**config.mk**
```make
export PLATFORM = sky130hd
export DESIGN_NAME = fpnan_unit
export DESIGN_NICKNAME = d
export VERILOG_FILES = /design/src/verilog/fpnan_pkg.sv /design/src/verilog/fpnan_class_if.sv /design/src/verilog/fpnan_classify.sv /design/src/verilog/fpnan_convert.sv /design/src/verilog/fpnan_unit.sv
export SDC_FILE = /design/constraint.sdc
export NUM_CORES = 1
export LEC_CHECK = 0
export BUFFER_PORTS_ARGS = -buffer_cell sky130_fd_sc_hd__buf_2
export CAP_MARGIN = 25
export CORE_UTILIZATION = 55
export DETAILED_ROUTE_END_ITERATION = 8
export GPL_TIMING_DRIVEN = 1
export PLACE_DENSITY_LB_ADDON = 0.08
export SETUP_SLACK_MARGIN = 0.05
export SLEW_MARGIN = 20
export SYNTH_ARGS = -nofsm -noshare
export SYNTH_HDL_FRONTEND = slang
export SYNTH_SLANG_ARGS = --single-unit
```
**constraint.sdc**
```tcl
create_clock -name clock -period 1.87 [get_ports clock]
set_clock_uncertainty 0.15 [all_clocks]
set_input_delay 0.0935 -clock clock [delete_from_list [all_inputs] [get_ports clock]]
set_output_delay 0.0935 -clock clock [all_outputs]
set_load 0.02 [all_outputs]
```
**src/verilog/fpnan_pkg.sv**
```systemverilog
package fpnan_pkg;

   // ----------------------------------------
   // Widths and encodings
   // ----------------------------------------
   localparam int unsigned FP_W = 80;   // Widest operand, extended format
   localparam int unsigned FRAC_W = 64; // Common fraction carrier width

   typedef enum logic [1:0] {
      FMT_SINGLE = 2'h0,
      FMT_DOUBLE = 2'h1,
      FMT_EXTENDED = 2'h2,
      FMT_HALF = 2'h3
   } fpnan_fmt_t;

   typedef enum logic [1:0] {
      OP_DYADIC = 2'h0,        // Two-operand arithmetic
      OP_MONADIC = 2'h1,       // One-operand arithmetic
      OP_HALF_TO_SINGLE = 2'h2, // half_to_single_convert
      OP_SINGLE_TO_HALF = 2'h3  // single_to_half_convert
   } fpnan_op_t;

   typedef enum logic [1:0] {
      INSN_GENERIC = 2'h0,     // Mode taken from the mode input
      INSN_STORE_INT_TRUNC = 2'h1, // store_integer_truncate_pop
      INSN_VECTOR = 2'h2       // Advanced vector instructions
   } fpnan_insn_t;

   // ----------------------------------------
   // Field positions
   // ----------------------------------------
   localparam int unsigned HALF_QBIT = 9;
   localparam int unsigned SGL_QBIT = 22;
   localparam int unsigned DBL_QBIT = 51;
   localparam int unsigned EXT_QBIT = 62;
   localparam int unsigned HALF_EXP_LSB = 10;
   localparam int unsigned SGL_EXP_LSB = 23;
   localparam int unsigned DBL_EXP_LSB = 52;
   localparam int unsigned EXT_EXP_LSB = 64;

   // ----------------------------------------
   // Indefinite encodings and reset values
   // ----------------------------------------
   localparam logic [FP_W-1:0] INDEF_HALF = 80'h0000_0000_0000_0000_fe00;
   localparam logic [FP_W-1:0] INDEF_SGL = 80'h0000_0000_0000_ffc0_0000;
   localparam logic [FP_W-1:0] INDEF_DBL = 80'h0000_fff8_0000_0000_0000;
   localparam logic [FP_W-1:0] INDEF_EXT = 80'hffff_c000_0000_0000_0000;
   localparam logic [FP_W-1:0] RES_RESET = 80'h0;

   // Position of the quiet bit for a format
   function automatic int unsigned qbitOf(input fpnan_fmt_t fmt);
      case (fmt)
         FMT_HALF: qbitOf = HALF_QBIT;
         FMT_DOUBLE: qbitOf = DBL_QBIT;
         FMT_EXTENDED: qbitOf = EXT_QBIT;
         default: qbitOf = SGL_QBIT;
      endcase
   endfunction

   // Force the quiet bit, all other bits kept
   function automatic logic [FP_W-1:0] quietOf(input logic [FP_W-1:0] v, input fpnan_fmt_t fmt);
      logic [FP_W-1:0] q;
      q = v;
      q[qbitOf(fmt)] = 1'b1;
      quietOf = q;
   endfunction

   // Reserved indefinite value of a format
   function automatic logic [FP_W-1:0] indefOf(input fpnan_fmt_t fmt);
      case (fmt)
         FMT_HALF: indefOf = INDEF_HALF;
         FMT_DOUBLE: indefOf = INDEF_DBL;
         FMT_EXTENDED: indefOf = INDEF_EXT;
         default: indefOf = INDEF_SGL;
      endcase
   endfunction

endpackage

```
**src/verilog/fpnan_class_if.sv**
```systemverilog
`timescale 1ns/1ps
// ----------------------------------------
// Classification of one operand
// ----------------------------------------
interface fpnan_class_if;
   logic isNan;                              // Any NaN
   logic isQuiet;                            // Quiet NaN
   logic isSignal;                           // Signaling NaN
   logic [fpnan_pkg::FRAC_W-1:0] frac;       // Fraction, right aligned
   modport producer (output isNan, output isQuiet, output isSignal, output frac);
   modport consumer (input isNan, input isQuiet, input isSignal, input frac);
endinterface

```
**src/verilog/fpnan_classify.sv**
```systemverilog
`timescale 1ns/1ps
// ----------------------------------------
// Operand classifier
// ----------------------------------------
module fpnan_classify (
   input wire logic [fpnan_pkg::FP_W-1:0] value, // Operand bits
   input wire fpnan_pkg::fpnan_fmt_t fmt,        // Operand format
   fpnan_class_if.producer cls                   // Classification result
);
   logic expMax; // Exponent at its maximum

   // Exponent and fraction extraction, sign ignored
   always_comb
   begin
      case (fmt)
         fpnan_pkg::FMT_HALF:
         begin
            expMax = &value[fpnan_pkg::HALF_EXP_LSB +: 5];
            cls.frac = {54'h0, value[9:0]};
         end
         fpnan_pkg::FMT_DOUBLE:
         begin
            expMax = &value[fpnan_pkg::DBL_EXP_LSB +: 11];
            cls.frac = {12'h0, value[51:0]};
         end
         fpnan_pkg::FMT_EXTENDED:
         begin
            // Explicit integer bit excluded from the fraction
            expMax = &value[fpnan_pkg::EXT_EXP_LSB +: 15];
            cls.frac = {1'b0, value[62:0]};
         end
         default:
         begin
            expMax = &value[fpnan_pkg::SGL_EXP_LSB +: 8];
            cls.frac = {41'h0, value[22:0]};
         end
      endcase
      cls.isNan = expMax && (cls.frac != 64'h0);
      cls.isQuiet = cls.isNan && value[fpnan_pkg::qbitOf(fmt)];
      cls.isSignal = cls.isNan && !value[fpnan_pkg::qbitOf(fmt)];
   end
endmodule

```
**src/verilog/fpnan_convert.sv**
```systemverilog
`timescale 1ns/1ps
// ----------------------------------------
// Half and single conversion
// ----------------------------------------
module fpnan_convert (
   input wire logic toSingle,       // 1: half to single, 0: single to half
   input wire logic [31:0] value,   // Source in low bits
   output logic [31:0] result       // Converted value, NaNs quieted
);
   logic [4:0] pos;       // Leading one of a subnormal half
   logic [9:0] normFrac;  // Normalised subnormal fraction

   // Leading one search for subnormal halves
   always_comb
   begin
      pos = 5'h0;
      for (int i = 0; i < 10; i++)
      begin
         if (value[i])
         begin
            pos = 5'(i);
         end
      end
      normFrac = 10'(value[9:0] << (5'd10 - pos));
   end

   // Conversion proper
   always_comb
   begin
      if (toSingle)
      begin
         if (value[14:10] == 5'h1f)
         begin
            // Infinity, or NaN with payload kept and quiet bit forced
            result = (value[9:0] == 10'h0) ? {value[15], 8'hff, 23'h0} :
               {value[15], 8'hff, 1'b1, value[8:0], 13'h0};
         end
         else if (value[14:10] == 5'h0)
         begin
            // Zero, or subnormal renormalised
            result = (value[9:0] == 10'h0) ? {value[15], 31'h0} :
               {value[15], 8'(pos + 5'd0) + 8'd103, normFrac, 13'h0};
         end
         else
         begin
            result = {value[15], 8'(value[14:10]) + 8'd112, value[9:0], 13'h0};
         end
      end
      else
      begin
         if (value[30:23] == 8'hff)
         begin
            result = (value[22:0] == 23'h0) ? {16'h0, value[31], 5'h1f, 10'h0} :
               {16'h0, value[31], 5'h1f, 1'b1, value[21:13]};
         end
         else if (value[30:23] > 8'd142)
         begin
            // Toward zero: largest finite half
            result = {16'h0, value[31], 5'h1e, 10'h3ff};
         end
         else if (value[30:23] < 8'd113)
         begin
            // Below normal half range: signed zero
            result = {16'h0, value[31], 15'h0};
         end
         else
         begin
            result = {16'h0, value[31], 5'(value[30:23] - 8'd112), value[22:13]};
         end
      end
   end
endmodule

```
**src/verilog/fpnan_unit.sv**
```systemverilog
`timescale 1ns/1ps
// ----------------------------------------
// NaN propagation and result selection
// ----------------------------------------
module fpnan_unit (
   input wire logic clock,                          // Core clock, 100 MHz
   input wire logic rstn,                           // Async reset, active low
   input wire logic opValid,                        // Operation present
   input wire fpnan_pkg::fpnan_op_t opKind,         // Operation shape
   input wire fpnan_pkg::fpnan_insn_t insnClass,    // Instruction family
   input wire fpnan_pkg::fpnan_fmt_t fmt,           // Arithmetic format
   input wire logic modeSimd,                       // 1: SIMD, 0: legacy stack
   input wire logic invalidMask,                    // Invalid exception masked
   input wire logic otherInvalid,                   // Invalid raised without NaN
   input wire logic [fpnan_pkg::FP_W-1:0] srcA,     // First source
   input wire logic [fpnan_pkg::FP_W-1:0] srcB,     // Second source
   input wire logic [fpnan_pkg::FP_W-1:0] plainRes, // Ordinary computed result
   output logic resValid_q,                         // Operation finished
   output logic resWrite_q,                         // Destination written
   output logic [fpnan_pkg::FP_W-1:0] resData_q,    // Result value
   output logic invalidFlag_q,                      // Invalid flag raised
   output logic invalidTrap_q,                      // Unmasked invalid trap
   output logic formatError_q                       // Half arithmetic refused
);
   // ----------------------------------------
   // Classification
   // ----------------------------------------
   fpnan_class_if clsA ();                // First operand class
   fpnan_class_if clsB ();                // Second operand class
   fpnan_pkg::fpnan_fmt_t inFmt;          // Format the sources are in
   fpnan_pkg::fpnan_fmt_t outFmt;         // Format of the result
   logic isConv;                          // Conversion operation
   logic [31:0] convRes;                  // Conversion output

   // Source and result formats per operation
   always_comb
   begin
      case (opKind)
         fpnan_pkg::OP_HALF_TO_SINGLE:
         begin
            inFmt = fpnan_pkg::FMT_HALF;
            outFmt = fpnan_pkg::FMT_SINGLE;
         end
         fpnan_pkg::OP_SINGLE_TO_HALF:
         begin
            inFmt = fpnan_pkg::FMT_SINGLE;
            outFmt = fpnan_pkg::FMT_HALF;
         end
         default:
         begin
            inFmt = fmt;
            outFmt = fmt;
         end
      endcase
   end

   assign isConv = (opKind == fpnan_pkg::OP_HALF_TO_SINGLE) ||
      (opKind == fpnan_pkg::OP_SINGLE_TO_HALF);

   fpnan_classify uClsA (
      .value (srcA),
      .fmt (inFmt),
      .cls (clsA)
   );

   fpnan_classify uClsB (
      .value (srcB),
      .fmt (inFmt),
      .cls (clsB)
   );

   // Half values only pass through the converter
   fpnan_convert uConv (
      .toSingle (opKind == fpnan_pkg::OP_HALF_TO_SINGLE),
      .value (srcA[31:0]),
      .result (convRes)
   );

   // ----------------------------------------
   // Selection
   // ----------------------------------------
   logic legacy;        // Legacy stack selection in force
   logic dyadic;        // Second operand takes part
   logic bNan;          // Second operand is a NaN that counts
   logic bSig;          // Second operand signaling and counts
   logic anyNan;        // Some operand is a NaN
   logic anySig;        // Some operand is signaling
   logic halfArith;     // Arithmetic asked on half values
   logic [fpnan_pkg::FP_W-1:0] larger; // Operand with larger significand
   logic [fpnan_pkg::FP_W-1:0] nanRes; // NaN chosen for the result

   // ----------------------------------------
   // Mode selection
   // ----------------------------------------
   // Store-truncate and vector families override the mode input
   always_comb
   begin
      case (insnClass)
         fpnan_pkg::INSN_STORE_INT_TRUNC: legacy = 1'b1;
         fpnan_pkg::INSN_VECTOR: legacy = 1'b0;
         default: legacy = !modeSimd;
      endcase
   end

   assign dyadic = (opKind == fpnan_pkg::OP_DYADIC);
   assign bNan = dyadic && clsB.isNan;
   assign bSig = dyadic && clsB.isSignal;
   assign anyNan = clsA.isNan || bNan;
   assign anySig = clsA.isSignal || bSig;
   assign halfArith = !isConv && (fmt == fpnan_pkg::FMT_HALF);
   // Tie on significands keeps the first source
   assign larger = (clsB.frac > clsA.frac) ? srcB : srcA;

   // ----------------------------------------
   // NaN result
   // ----------------------------------------
   // A quiet NaN comes back from quietOf unchanged, so one path
   // serves both the signaling and the quiet single-NaN cases.
   // NaN result table
   always_comb
   begin
      if (isConv)
      begin
         nanRes = {48'h0, convRes}; // Converter already quiets
      end
      else if (clsA.isNan && bNan)
      begin
         if (clsA.isSignal && clsB.isSignal)
         begin
            // Both signaling
            nanRes = legacy ? fpnan_pkg::quietOf(larger, fmt) :
               fpnan_pkg::quietOf(srcA, fmt);
         end
         else if (clsA.isQuiet && clsB.isQuiet)
         begin
            nanRes = legacy ? larger : srcA;
         end
         else
         begin
            // One of each
            nanRes = legacy ? (clsA.isQuiet ? srcA : srcB) :
               fpnan_pkg::quietOf(srcA, fmt);
         end
      end
      else if (clsA.isNan)
      begin
         // Single NaN operand, quiet bit forced either way
         nanRes = fpnan_pkg::quietOf(srcA, fmt);
      end
      else
      begin
         nanRes = fpnan_pkg::quietOf(srcB, fmt);
      end
   end

   // ----------------------------------------
   // Outcome
   // ----------------------------------------
   logic invalid;       // Invalid operation detected
   logic doWrite;       // Destination is written
   logic [fpnan_pkg::FP_W-1:0] outVal; // Value written

   // ----------------------------------------
   // Invalid operation
   // ----------------------------------------
   // Invalid causes; refused half arithmetic raises none
   always_comb
   begin
      if (halfArith)
      begin
         invalid = 1'b0; // Refused before any
      end
      else if (anySig)
      begin
         invalid = 1'b1; // Signaling operand
      end
      else
      begin
         invalid = otherInvalid; // Raised without a NaN
      end
   end

   // ----------------------------------------
   // Write decision
   // ----------------------------------------
   // Priority, highest first: refused half arithmetic, unmasked
   // trap, NaN result, masked indefinite, ordinary result. The trap
   // sits above the NaN path so that a trapped operation never
   // reaches the destination.
   // Write decision and written value
   always_comb
   begin
      outVal = fpnan_pkg::RES_RESET;
      doWrite = 1'b0;
      if (halfArith)
      begin
         doWrite = 1'b0; // Refused outright
      end
      else if (invalid && !invalidMask)
      begin
         doWrite = 1'b0; // Trap, destination untouched
      end
      else if (anyNan)
      begin
         doWrite = 1'b1;
         outVal = nanRes;
      end
      else if (invalid)
      begin
         doWrite = 1'b1;
         outVal = fpnan_pkg::indefOf(outFmt);
      end
      else
      begin
         doWrite = 1'b1;
         outVal = isConv ? {48'h0, convRes} : plainRes;
      end
   end

   // ----------------------------------------
   // Registered outputs
   // ----------------------------------------
   // Completion strobe
   always_ff @(posedge clock or negedge rstn)
   begin
      if (!rstn)
      begin
         resValid_q <= 1'b0;
      end
      else
      begin
         resValid_q <= opValid;
      end
   end

   // Destination write strobe
   always_ff @(posedge clock or negedge rstn)
   begin
      if (!rstn)
      begin
         resWrite_q <= 1'b0; // No write in reset
      end
      else
      begin
         resWrite_q <= opValid && doWrite;
      end
   end

   // Result data, held until the next taken operation
   always_ff @(posedge clock or negedge rstn)
   begin
      if (!rstn)
      begin
         resData_q <= fpnan_pkg::RES_RESET; // Known value after reset
      end
      else if (opValid)
      begin
         resData_q <= outVal; // Loaded even when the write is refused
      end
   end

   // ----------------------------------------
   // Exception indications
   // ----------------------------------------
   // Invalid flag, masked or unmasked
   always_ff @(posedge clock or negedge rstn)
   begin
      if (!rstn)
      begin
         invalidFlag_q <= 1'b0; // Clear in reset
      end
      else
      begin
         invalidFlag_q <= opValid && invalid;
      end
   end

   // Trap request, only while the exception is unmasked
   always_ff @(posedge clock or negedge rstn)
   begin
      if (!rstn)
      begin
         invalidTrap_q <= 1'b0; // Clear in reset
      end
      else
      begin
         invalidTrap_q <= opValid && invalid && !invalidMask;
      end
   end

   // Refusal of arithmetic on half values
   always_ff @(posedge clock or negedge rstn)
   begin
      if (!rstn)
      begin
         formatError_q <= 1'b0; // Clear in reset
      end
      else
      begin
         formatError_q <= opValid && halfArith;
      end
   end
endmodule
```
==> out/results.ini, run 1 <==
[run_status]
outcome = stopped before the end
haltStage = global routing
error = [ERROR GRT-0116] Global routing finished with congestion. Check the congestion regions in the DRC Viewer.

[synthesis]
synth_edf_count = 0
syn_inst = 1202
synthDistinctLibCells = 82
synth.net_count = 1528
synth_flop_cell = dfrtp_1
synthesis.area_sq_um = 9310
postSynthAreaPerCell_sq_um = 7.75
async_reset_ff_share_pct = 100
yosysWarnings = 0
yosysSeqAreaShare_pct = 22.8
synth-seq-cells = 85

[cts]
htree_levels = 3
cts_buffers = 9
cts_buffer_depth = 2
cts-root-buf = clkbuf_16
numClockSinks = 85

[die]
die_x_microns = 132
pin_count = 337
rows = 47
die_h_microns = 132
start_util_pct = 56.2

[placement]
place_congestion = 1.06
io_buffer_count = 336
hpwl_microns = 35100

[global_routing]
overflow = 90
grt_start_max_net_pins = 86
grt_pass1_wl_microns = 114000
grt_use_total_pct = 85.2
grt_pass1_vias = 18900

==> per-layer routing <==
layer  GRT overflow  global-route usage, %
met1              1                   85.3
met2             44                   99.1
met3              1                   71.3
met4             44                   88.2
met5              0                   38.1
==> through the flow <==
stage / util, % / area (sq um) / setup WS, ns / cells / setup TNS [ns]
global placement: 83.5 / 13900 / -2.82 / 2028 / -220.90
CTS: 94.7 / 15700 / -2.34 / 2157 / -178.28
detailed placement: 83.5 / 13900 / -3.03 / 2028 / -234.96
floorplan: - / 9600 / -2.20 / 1202 / -165.26
==> what timing repair did <==
action                                  in CTS
hold endpoints to repair                   145
pin swaps                                   65
gates cloned                                 6
endpoints found under the setup margin      83
buffers inserted                            28
hold buffers                                81
gates resized for setup                     96
==> cell families after synthesis <==
kind of cell / synth area share (%)
multiplexers: 3.95
AND/OR/NAND/NOR: 24.5
flip-flops: 22.8
buffers and inverters: 6.54
XOR/XNOR: 0.282
adder cells (fa/ha/maj): 9.94
AO/OA/AOI/OAI: 32.0
==> cells in the mapped netlist (11+ instances only) <==
library cell  instances  area [sq um]
a221oi_1             11          96.3
o21ai_0              49           245
a22oi_1              13          97.6
buf_2                16          80.1
o2bb2ai_1            23           201
a21oi_1             118           591
nand3_1              23           115
o211ai_1             11          82.6
and2_1               55           344
nor4_1               29           181
clkbuf_1             54           203
dfrtp_1              85          2130
nor3_1               34           170
nand2b_1             26           163
nand4_1              35           219
o221ai_1             49           429
inv_1                63           236
nor2b_1              16           100
mux2i_1              12           120
o32ai_1              28           245
nor2_1               74           278
nand2_1             129           484
o21ai_1              19          95.1
ha_1                 74           926
==> inputs of run 2 (changes only) <==
--- a/config.mk
+++ b/config.mk
@@ -7,11 +7,10 @@
 export LEC_CHECK = 0
 export BUFFER_PORTS_ARGS = -buffer_cell sky130_fd_sc_hd__buf_2
 export CAP_MARGIN = 25
-export CORE_UTILIZATION = 55
+export CORE_UTILIZATION = 40
 export DETAILED_ROUTE_END_ITERATION = 8
 export GPL_TIMING_DRIVEN = 1
-export PLACE_DENSITY_LB_ADDON = 0.08
-export SETUP_SLACK_MARGIN = 0.05
+export PLACE_DENSITY_LB_ADDON = 0.15
 export SLEW_MARGIN = 20
 export SYNTH_ARGS = -nofsm -noshare
 export SYNTH_HDL_FRONTEND = slang
==> run 2 against run 1 <==
The flow now finishes, with violations (hold timing, setup timing). Synthesized cell count unchanged. Synthesized area unchanged.
==> out/results.ini, run 2 <==
[die]
die_h_microns = 155  ; +17%
die_area_sq_um = 23900
rows = 55  ; +17%
pin_count = 337  ; unchanged
die_x_microns = 155  ; +17%
start_util_pct = 41.0  ; -15 points
fp.coreArea_sq_um = 22700

[placement]
io_buffer_count = 336  ; unchanged
dpl_cell_area_sq_um = 14000  ; +1.1%
place_congestion = 1.11  ; +4.7%
dp.cells = 2100  ; +3.6%
hpwl_microns = 38200  ; +9.0%

[timing]
maxSlewHeadroom_pct = 63.3
setup_viol = 83
timing.final.crit_share_pct = 229
hold_slack_ns = -0.0130
hold_viol = 3
worst-slew-pin-transition_ns = 0.547
setup_slack_ns = -2.42
period_needed_ns = 4.29
rsz0062_at_grt = yes
maxSlewViolCount = 0
timing.fmax_ghz = 0.233

[synthesis]
synth_edf_count = 0  ; unchanged
synth.area.mux_share_pct = 3.95  ; unchanged
synth.net_count = 1528  ; unchanged
postSynthAreaPerCell_sq_um = 7.75  ; unchanged
yosysSeqAreaShare_pct = 22.8  ; unchanged
synth_top_family_by_area = compound AO/OA/AOI/OAI gates
netlist.area_leader.share_pct = 22.8  ; unchanged
synth_compound_area_share_pct = 32.0  ; unchanged
syn_inst = 1202  ; unchanged
async_reset_ff_share_pct = 100  ; unchanged
synth_flop_cell = dfrtp_1
synth-simple-area-share_pct = 24.5  ; unchanged
synth_top_area_cell = dfrtp_1
synthTopCellsByCount = nand2_1 (129), a21oi_1 (118), dfrtp_1 (85)
synth.most_common_cell = nand2_1
yosysWarnings = 0  ; unchanged
synth_fa_ha_area_share_pct = 9.94  ; unchanged
synth.top_cells.by_area = dfrtp_1 (23%), ha_1 (9.9%), a21oi_1 (6.3%)
synthesis.area_sq_um = 9310  ; unchanged
synth-seq-cells = 85  ; unchanged
synthDistinctLibCells = 82  ; unchanged
synthXorXnorAreaFrac_pct = 0.282  ; unchanged

[final_layout]
fin_cells = 2248
syn_to_final_growth_pct = 78.9
stdcell_area_sq_um = 16700
largest_register_ffs = 80
largest_register = resData_q
fin_nets = 2279
layout_common_cells = buf_4 (353), buf_2 (333), nand2_1 (118), a21oi_1 (90), dfrtp_1 (85)
final_common_cell = buf_4
drive_above_1_share_pct = 49.0

[setup_path]
crit_family = simple AND/OR/NAND/NOR gates
arrival_ns = 4.38
worstSetupPathType = in2reg
path_cells = buf_6 -> nor2b_4 -> nor2_4 -> buf_6 -> ha_4 -> nor2_4 -> nor2_4 -> buf_6 -> nand2_4 -> ha_4 -> nand4_1 -> nor4_4 -> buf_4 -> nand4_1 -> nand3_1 -> a221oi_2 -> a21oi_2 -> or3b_4 -> buf_6 -> o21a_4 -> a22o_4 -> buf_6 -> a221oi_2 -> o32ai_1
setup.worst_path.start_class = input pin
critPathMaxFanout = 8
crit_required_ns = 1.96
slowest_stage = or3b_4
endpoint_kind = register
cp_common_cell = buf_6
max_stage_delay_ns = 0.42
timing.critical_path.buf_inv = 6

[job]
maxCapViolations = 0

[cts]
clkLatencyLatePin_ns = 0.37
htree_levels = 3  ; unchanged
cts_tree = done
clkSlewWorstSetupHoldPaths_ns = 0.09
numClockSinks = 85  ; unchanged
cts-root-buf = clkbuf_16
cts_buffer_depth = 2  ; unchanged
cts_buffers = 9  ; unchanged

[power_and_ir_drop]
clock_power_share_pct = 22.1
pwr_density_cell_nw_per_um2 = 571
p_int_mw = 5.51
p_sw_mw = 4.00
sw_frac_of_total_pct = 42.1
combPwrFrac_pct = 54.5
ir_worst_vdd_mv = 0.403
power_frac_seq_pct = 23.4
leakage_nw = 7.83

[global_routing]
overflow = 0
grt_pass1_wl_microns = 75400
grt_start_max_net_pins = 50
grt_pass1_vias = 13200
grt_antenna_before_repair = 3
grt_use_total_pct = 41.3

[drt]
ant_nets = 0
drcViolationCount = 0
num_vias = 13800
first_iter_violations = 1781
wl_per_cell_microns = 23.2
viasPerCell = 6.13
wl_microns = 52100
first_pass_iters = 8

[worst_hold_path]
min-delay-path-class = in2reg

[run_status]
outcome = finished, violations left
violations = hold timing, setup timing

[run 2: cell counts after synthesis]
No cell type changed its count.
[run 2: worst paths after layout]
check	startpoint	endpoint	slack, ns	depth (start not counted)
max	fmt[0]	resData_q[59]	-2.42	24
min	srcA[20]	resData_q[20]	-0.01	4
max reg2reg	resData_q[14]	resData_q[14]	0.37	4
min reg2reg	resData_q[34]	resData_q[34]	0.34	1
max in group asynchronous	rstn	resData_q[31]	0.92	3
min in group asynchronous	rstn	resData_q[7]	0.04	2
[run 2: logic make-up (layout without fill, tap and decap cells)]
kind of cell | after synthesis | count (layout)
and+or+nand+nor | 447 | 452
AOI/OAI and AO/OA | 418 | 418
buffers and inverters | 145 | 896
DFF | 85 | 85
adders and majority gates | 74 | 74
muxes | 30 | 30
xor gates and xnor gates | 3 | 3
other | 0 | 5
[run 2: cell type report]
type / count / area [sq um]
repair buffers: 812 / 5850
well taps: 285 / 357
inverters: 68 / 265
flip-flops and latches: 85 / 2130
multi-input cells: 977 / 7740
diodes: 5 / 12.5
fillers: 1729 / 6050
clock buffers: 9 / 225
clock inverters: 7 / 86.3
[run 2: layer usage]
layer	track usage (%)	up-vias	share of wire, %
met5	0	-	0
met2	65.2	970	45
met4	18.1	0	4.9
met1	52.8	6498	39
li1	-	6108	-
met3	10.9	196	11
[run 2: tightest hold or removal path: cells and delay by family]
kind	cells	cell delay, ns
buffers and inverters	2	0.24
AOI/OAI and AO/OA	2	0.13
[run 2: power by group through the flow]
stage,Combinational [mW],Sequential [mW],Clock (mW)
final,5.18,2.23,2.10
after global routing,5.50,2.25,2.15
after CTS,4.66,2.22,2.08
after detailed placement,4.20,2.25,0
after global placement,4.16,2.25,0
after floorplan,1.86,2.51,0
[run 2: per-stage QoR]
| stage | setup slack [ns] | utilization, % | power [mW] | TNS [ns] |
|---|---|---|---|---|
| finish | -2.42 | 73.4 | 9.51 | -186.82 |
| global route | -2.59 | 73.3 | 9.89 | -200.15 |
| CTS | -2.29 | 69.6 | 8.96 | -175.18 |
| detailed placement | -2.94 | 61.7 | 6.45 | -224.35 |
| global placement | -2.80 | 61.7 | 6.41 | -213.07 |
| floorplan | -2.20 | - | 4.37 | -165.26 |
[run 2: timing repair]
| action | 4_1_cts | 5_1_grt |
|---|---|---|
| gates resized for setup | 84 | 127 |
| buffers inserted | 22 | 17 |
| gates cloned | 6 | 6 |
| setup endpoints to repair | 83 | 83 |
| pin swaps | 36 | 54 |
| hold buffers | 80 | 0 |
| hold endpoints to repair | 144 | 0 |
Power figures use the tool's default switching activity.
==> inputs of run 3 (changes only) <==
==> constraint.sdc (replaced) <==
create_clock -name clock -period 3.6 [get_ports clock]
set_clock_uncertainty 0.15 [all_clocks]
set_input_delay 0.18 -clock clock [delete_from_list [all_inputs] [get_ports clock]]
set_output_delay 0.18 -clock clock [all_outputs]
set_load 0.02 [all_outputs]
==> run 3 against run 2 <==
The run still ends with hold timing, setup timing left. Die area stayed put. Clock power shrank 43%. Non-clock buffer count shrank 177. Sequential share of layout area rose by 1.4 points. Register-to-register slack gained 2.0 ns. Count of clock-buffer cells in the layout unchanged. Sequential power is 48% lower. Critical path type unchanged.
==> out/results.ini, run 3 (same netlist as run 2, synthesis figures left out) <==
[final_layout]
final_common_cell = buf_2
stdcell_area_sq_um = 15100  ; -9.6%
largest_register = resData_q
drive_above_1_share_pct = 45.8  ; -3.2 points
syn_to_final_growth_pct = 61.7
fin_cells = 2063  ; -8.2%
largest_register_ffs = 80  ; unchanged
layout_common_cells = buf_2 (332), buf_4 (239), nand2_1 (114), a21oi_1 (100), dfrtp_1 (85)
fin_util_pct = 66.3  ; -7.0 points
fin_nets = 2098  ; -7.9%

[die]
die_area_sq_um = 23900  ; unchanged
start_util_pct = 41.0  ; unchanged
pin_count = 337  ; unchanged
die_h_microns = 155  ; unchanged
die_x_microns = 155  ; unchanged
rows = 55  ; unchanged
fp.coreArea_sq_um = 22700  ; unchanged

[timing]
setup_tns_ns = -48.22  ; +138.60 ns
setup_viol = 80  ; -3.6%
worst-slew-pin-transition_ns = 0.894  ; +0.347 ns
rsz0062_at_grt = yes
period_needed_ns = 4.32
maxSlewHeadroom_pct = 40.0  ; -23 points
hold_viol = 4  ; +1
timing.final.crit_share_pct = 120
maxSlewViolCount = 0  ; unchanged
hold_slack_ns = -0.00405  ; +0.00891 ns
setup_slack_ns = -0.717  ; +1.70 ns
timing.fmax_ghz = 0.232

[power_and_ir_drop]
sw_frac_of_total_pct = 40.5  ; -1.6 points
leakage_nw = 6.98  ; -11%
ir_worst_vdd_mv = 0.229  ; -43%
total_power_mw = 4.80  ; -50%
combPwrFrac_pct = 51.2  ; -3.3 points
clock_power_share_pct = 24.8  ; +2.7 points
pwr_density_cell_nw_per_um2 = 318  ; -44%
p_int_mw = 2.85  ; -48%
power_frac_seq_pct = 24.0  ; +0.6 points
p_sw_mw = 1.94  ; -51%

[cts]
clkLatencyLatePin_ns = 0.36  ; about the same
cts-root-buf = clkbuf_16
clkSlewWorstSetupHoldPaths_ns = 0.08  ; about the same
cts_tree = done
cts_buffer_depth = 2  ; unchanged
numClockSinks = 85  ; unchanged
cts_buffers = 9  ; unchanged
htree_levels = 3  ; unchanged

[setup_path]
endpoint_kind = register
setup.worst_path.start_class = input pin
worstSetupPathType = in2reg
critPathMaxFanout = 9  ; +1
crit_required_ns = 3.68  ; +1.72 ns
arrival_ns = 4.40  ; +0.02 ns

[placement]
dpl_cell_area_sq_um = 13200  ; -5.4%
hpwl_microns = 37400  ; -2.2%
dp.cells = 1999  ; -4.8%
post-place-ws_ns = -1.21  ; +1.73 ns
io_buffer_count = 336  ; unchanged
place_congestion = 1.04  ; -6.4%

[drt]
first_iter_violations = 1359  ; -24%
drcViolationCount = 0  ; unchanged
first_pass_iters = 6  ; -2
viasPerCell = 6.20  ; +1.2%
num_vias = 12800  ; -7.1%
wl_microns = 49100  ; -5.7%
ant_nets = 0  ; unchanged
wl_per_cell_microns = 23.8  ; +2.7%

[global_routing]
grt_pass1_wl_microns = 70700  ; -6.3%
overflow = 0  ; unchanged
grt_start_max_net_pins = 52  ; +4.0%
grt_use_total_pct = 38.8  ; -2.5 points
grt_antenna_before_repair = 0  ; -3
grt_pass1_vias = 12300  ; -7.3%

[run_status]
outcome = finished, violations left
violations = hold timing, setup timing

[job]
maxCapViolations = 0  ; unchanged

[worst_hold_path]
min-delay-path-class = in2reg

run 3: changes by cell type in the layout (fill, tap and decap cells not counted), moves of 6 or more:
cell,before,now
nor2_1,63,71
buf_4,353,239
o221ai_1,27,21
nor3_1,25,34
a21oi_2,26,19
nor2_2,7,1
dlygate4sd3_1,80,16
a21oi_1,90,100
o221ai_2,20,26
run 3: worst max-delay path, cell delays in order:
cell and delay, ns:
buf_8 0.09, nor2b_4 0.16, nor2_4 0.08, buf_6 0.13, ha_4 0.17, buf_6 0.12, nor2_4 0.25, buf_12 0.18
buf_12 0.12, buf_8 0.10, buf_4 0.10, nand2_1 0.05, ha_1 0.31, a21oi_1 0.15, o21ai_0 0.15, a221o_1 0.41
a221oi_2 0.24, a21oi_2 0.10, or3b_4 0.27, buf_6 0.11, o21a_4 0.15, buf_4 0.19, mux2_1 0.33, a21oi_1 0.15
o32ai_1 0.09
run 3: layout make-up:
class	count	area, sq um
clock inverters	7	128
flip-flops and latches	85	2130
well taps	285	357
diodes	1	2.50
inverters	68	265
fillers	1943	7650
clock buffers	9	225
repair buffers	635	4440
multi-input cells	973	7520
run 3: metal layers:
layer	routed length (microns)	GRT usage [%]	vias up
met4	1960	14.2	0
met2	21800	60.9	825
met3	5300	8.83	132
met5	0	0	-
met1	20100	51.9	6098
li1	-	-	5738
run 3: timing repair:
item | 4_1_cts | 5_1_grt
hold buffers | 16 | 0
endpoints found under the setup margin | 80 | 80
pin swaps | 26 | 32
setup buffers | 16 | 6
endpoints found under the hold margin | 69 | 0
gates resized for setup | 61 | 107
gates cloned | 4 | 7
run 3: path summary, 6_finish.rpt:
kind,from,to,slack [ns],cells after the start
setup / recovery,opKind[1],resData_q[71],-0.72,25
hold / removal,plainRes[64],resData_q[64],-0.004,3
setup reg to reg,resData_q[62],resData_q[62],2.36,3
hold reg to reg,resData_q[48],resData_q[48],0.33,1
max in group asynchronous,rstn,resData_q[79],2.51,3
min in group asynchronous,rstn,resData_q[6],0.15,2
run 3: power by group through the flow:
stage | Sequential (mW) | Combinational, mW | Clock [mW]
global route | 1.16 | 2.62 | 1.22
finish | 1.15 | 2.46 | 1.19
global placement | 1.17 | 2.08 | 0
floorplan | 1.30 | 0.966 | 0
detailed placement | 1.16 | 2.10 | 0
CTS | 1.15 | 2.28 | 1.18
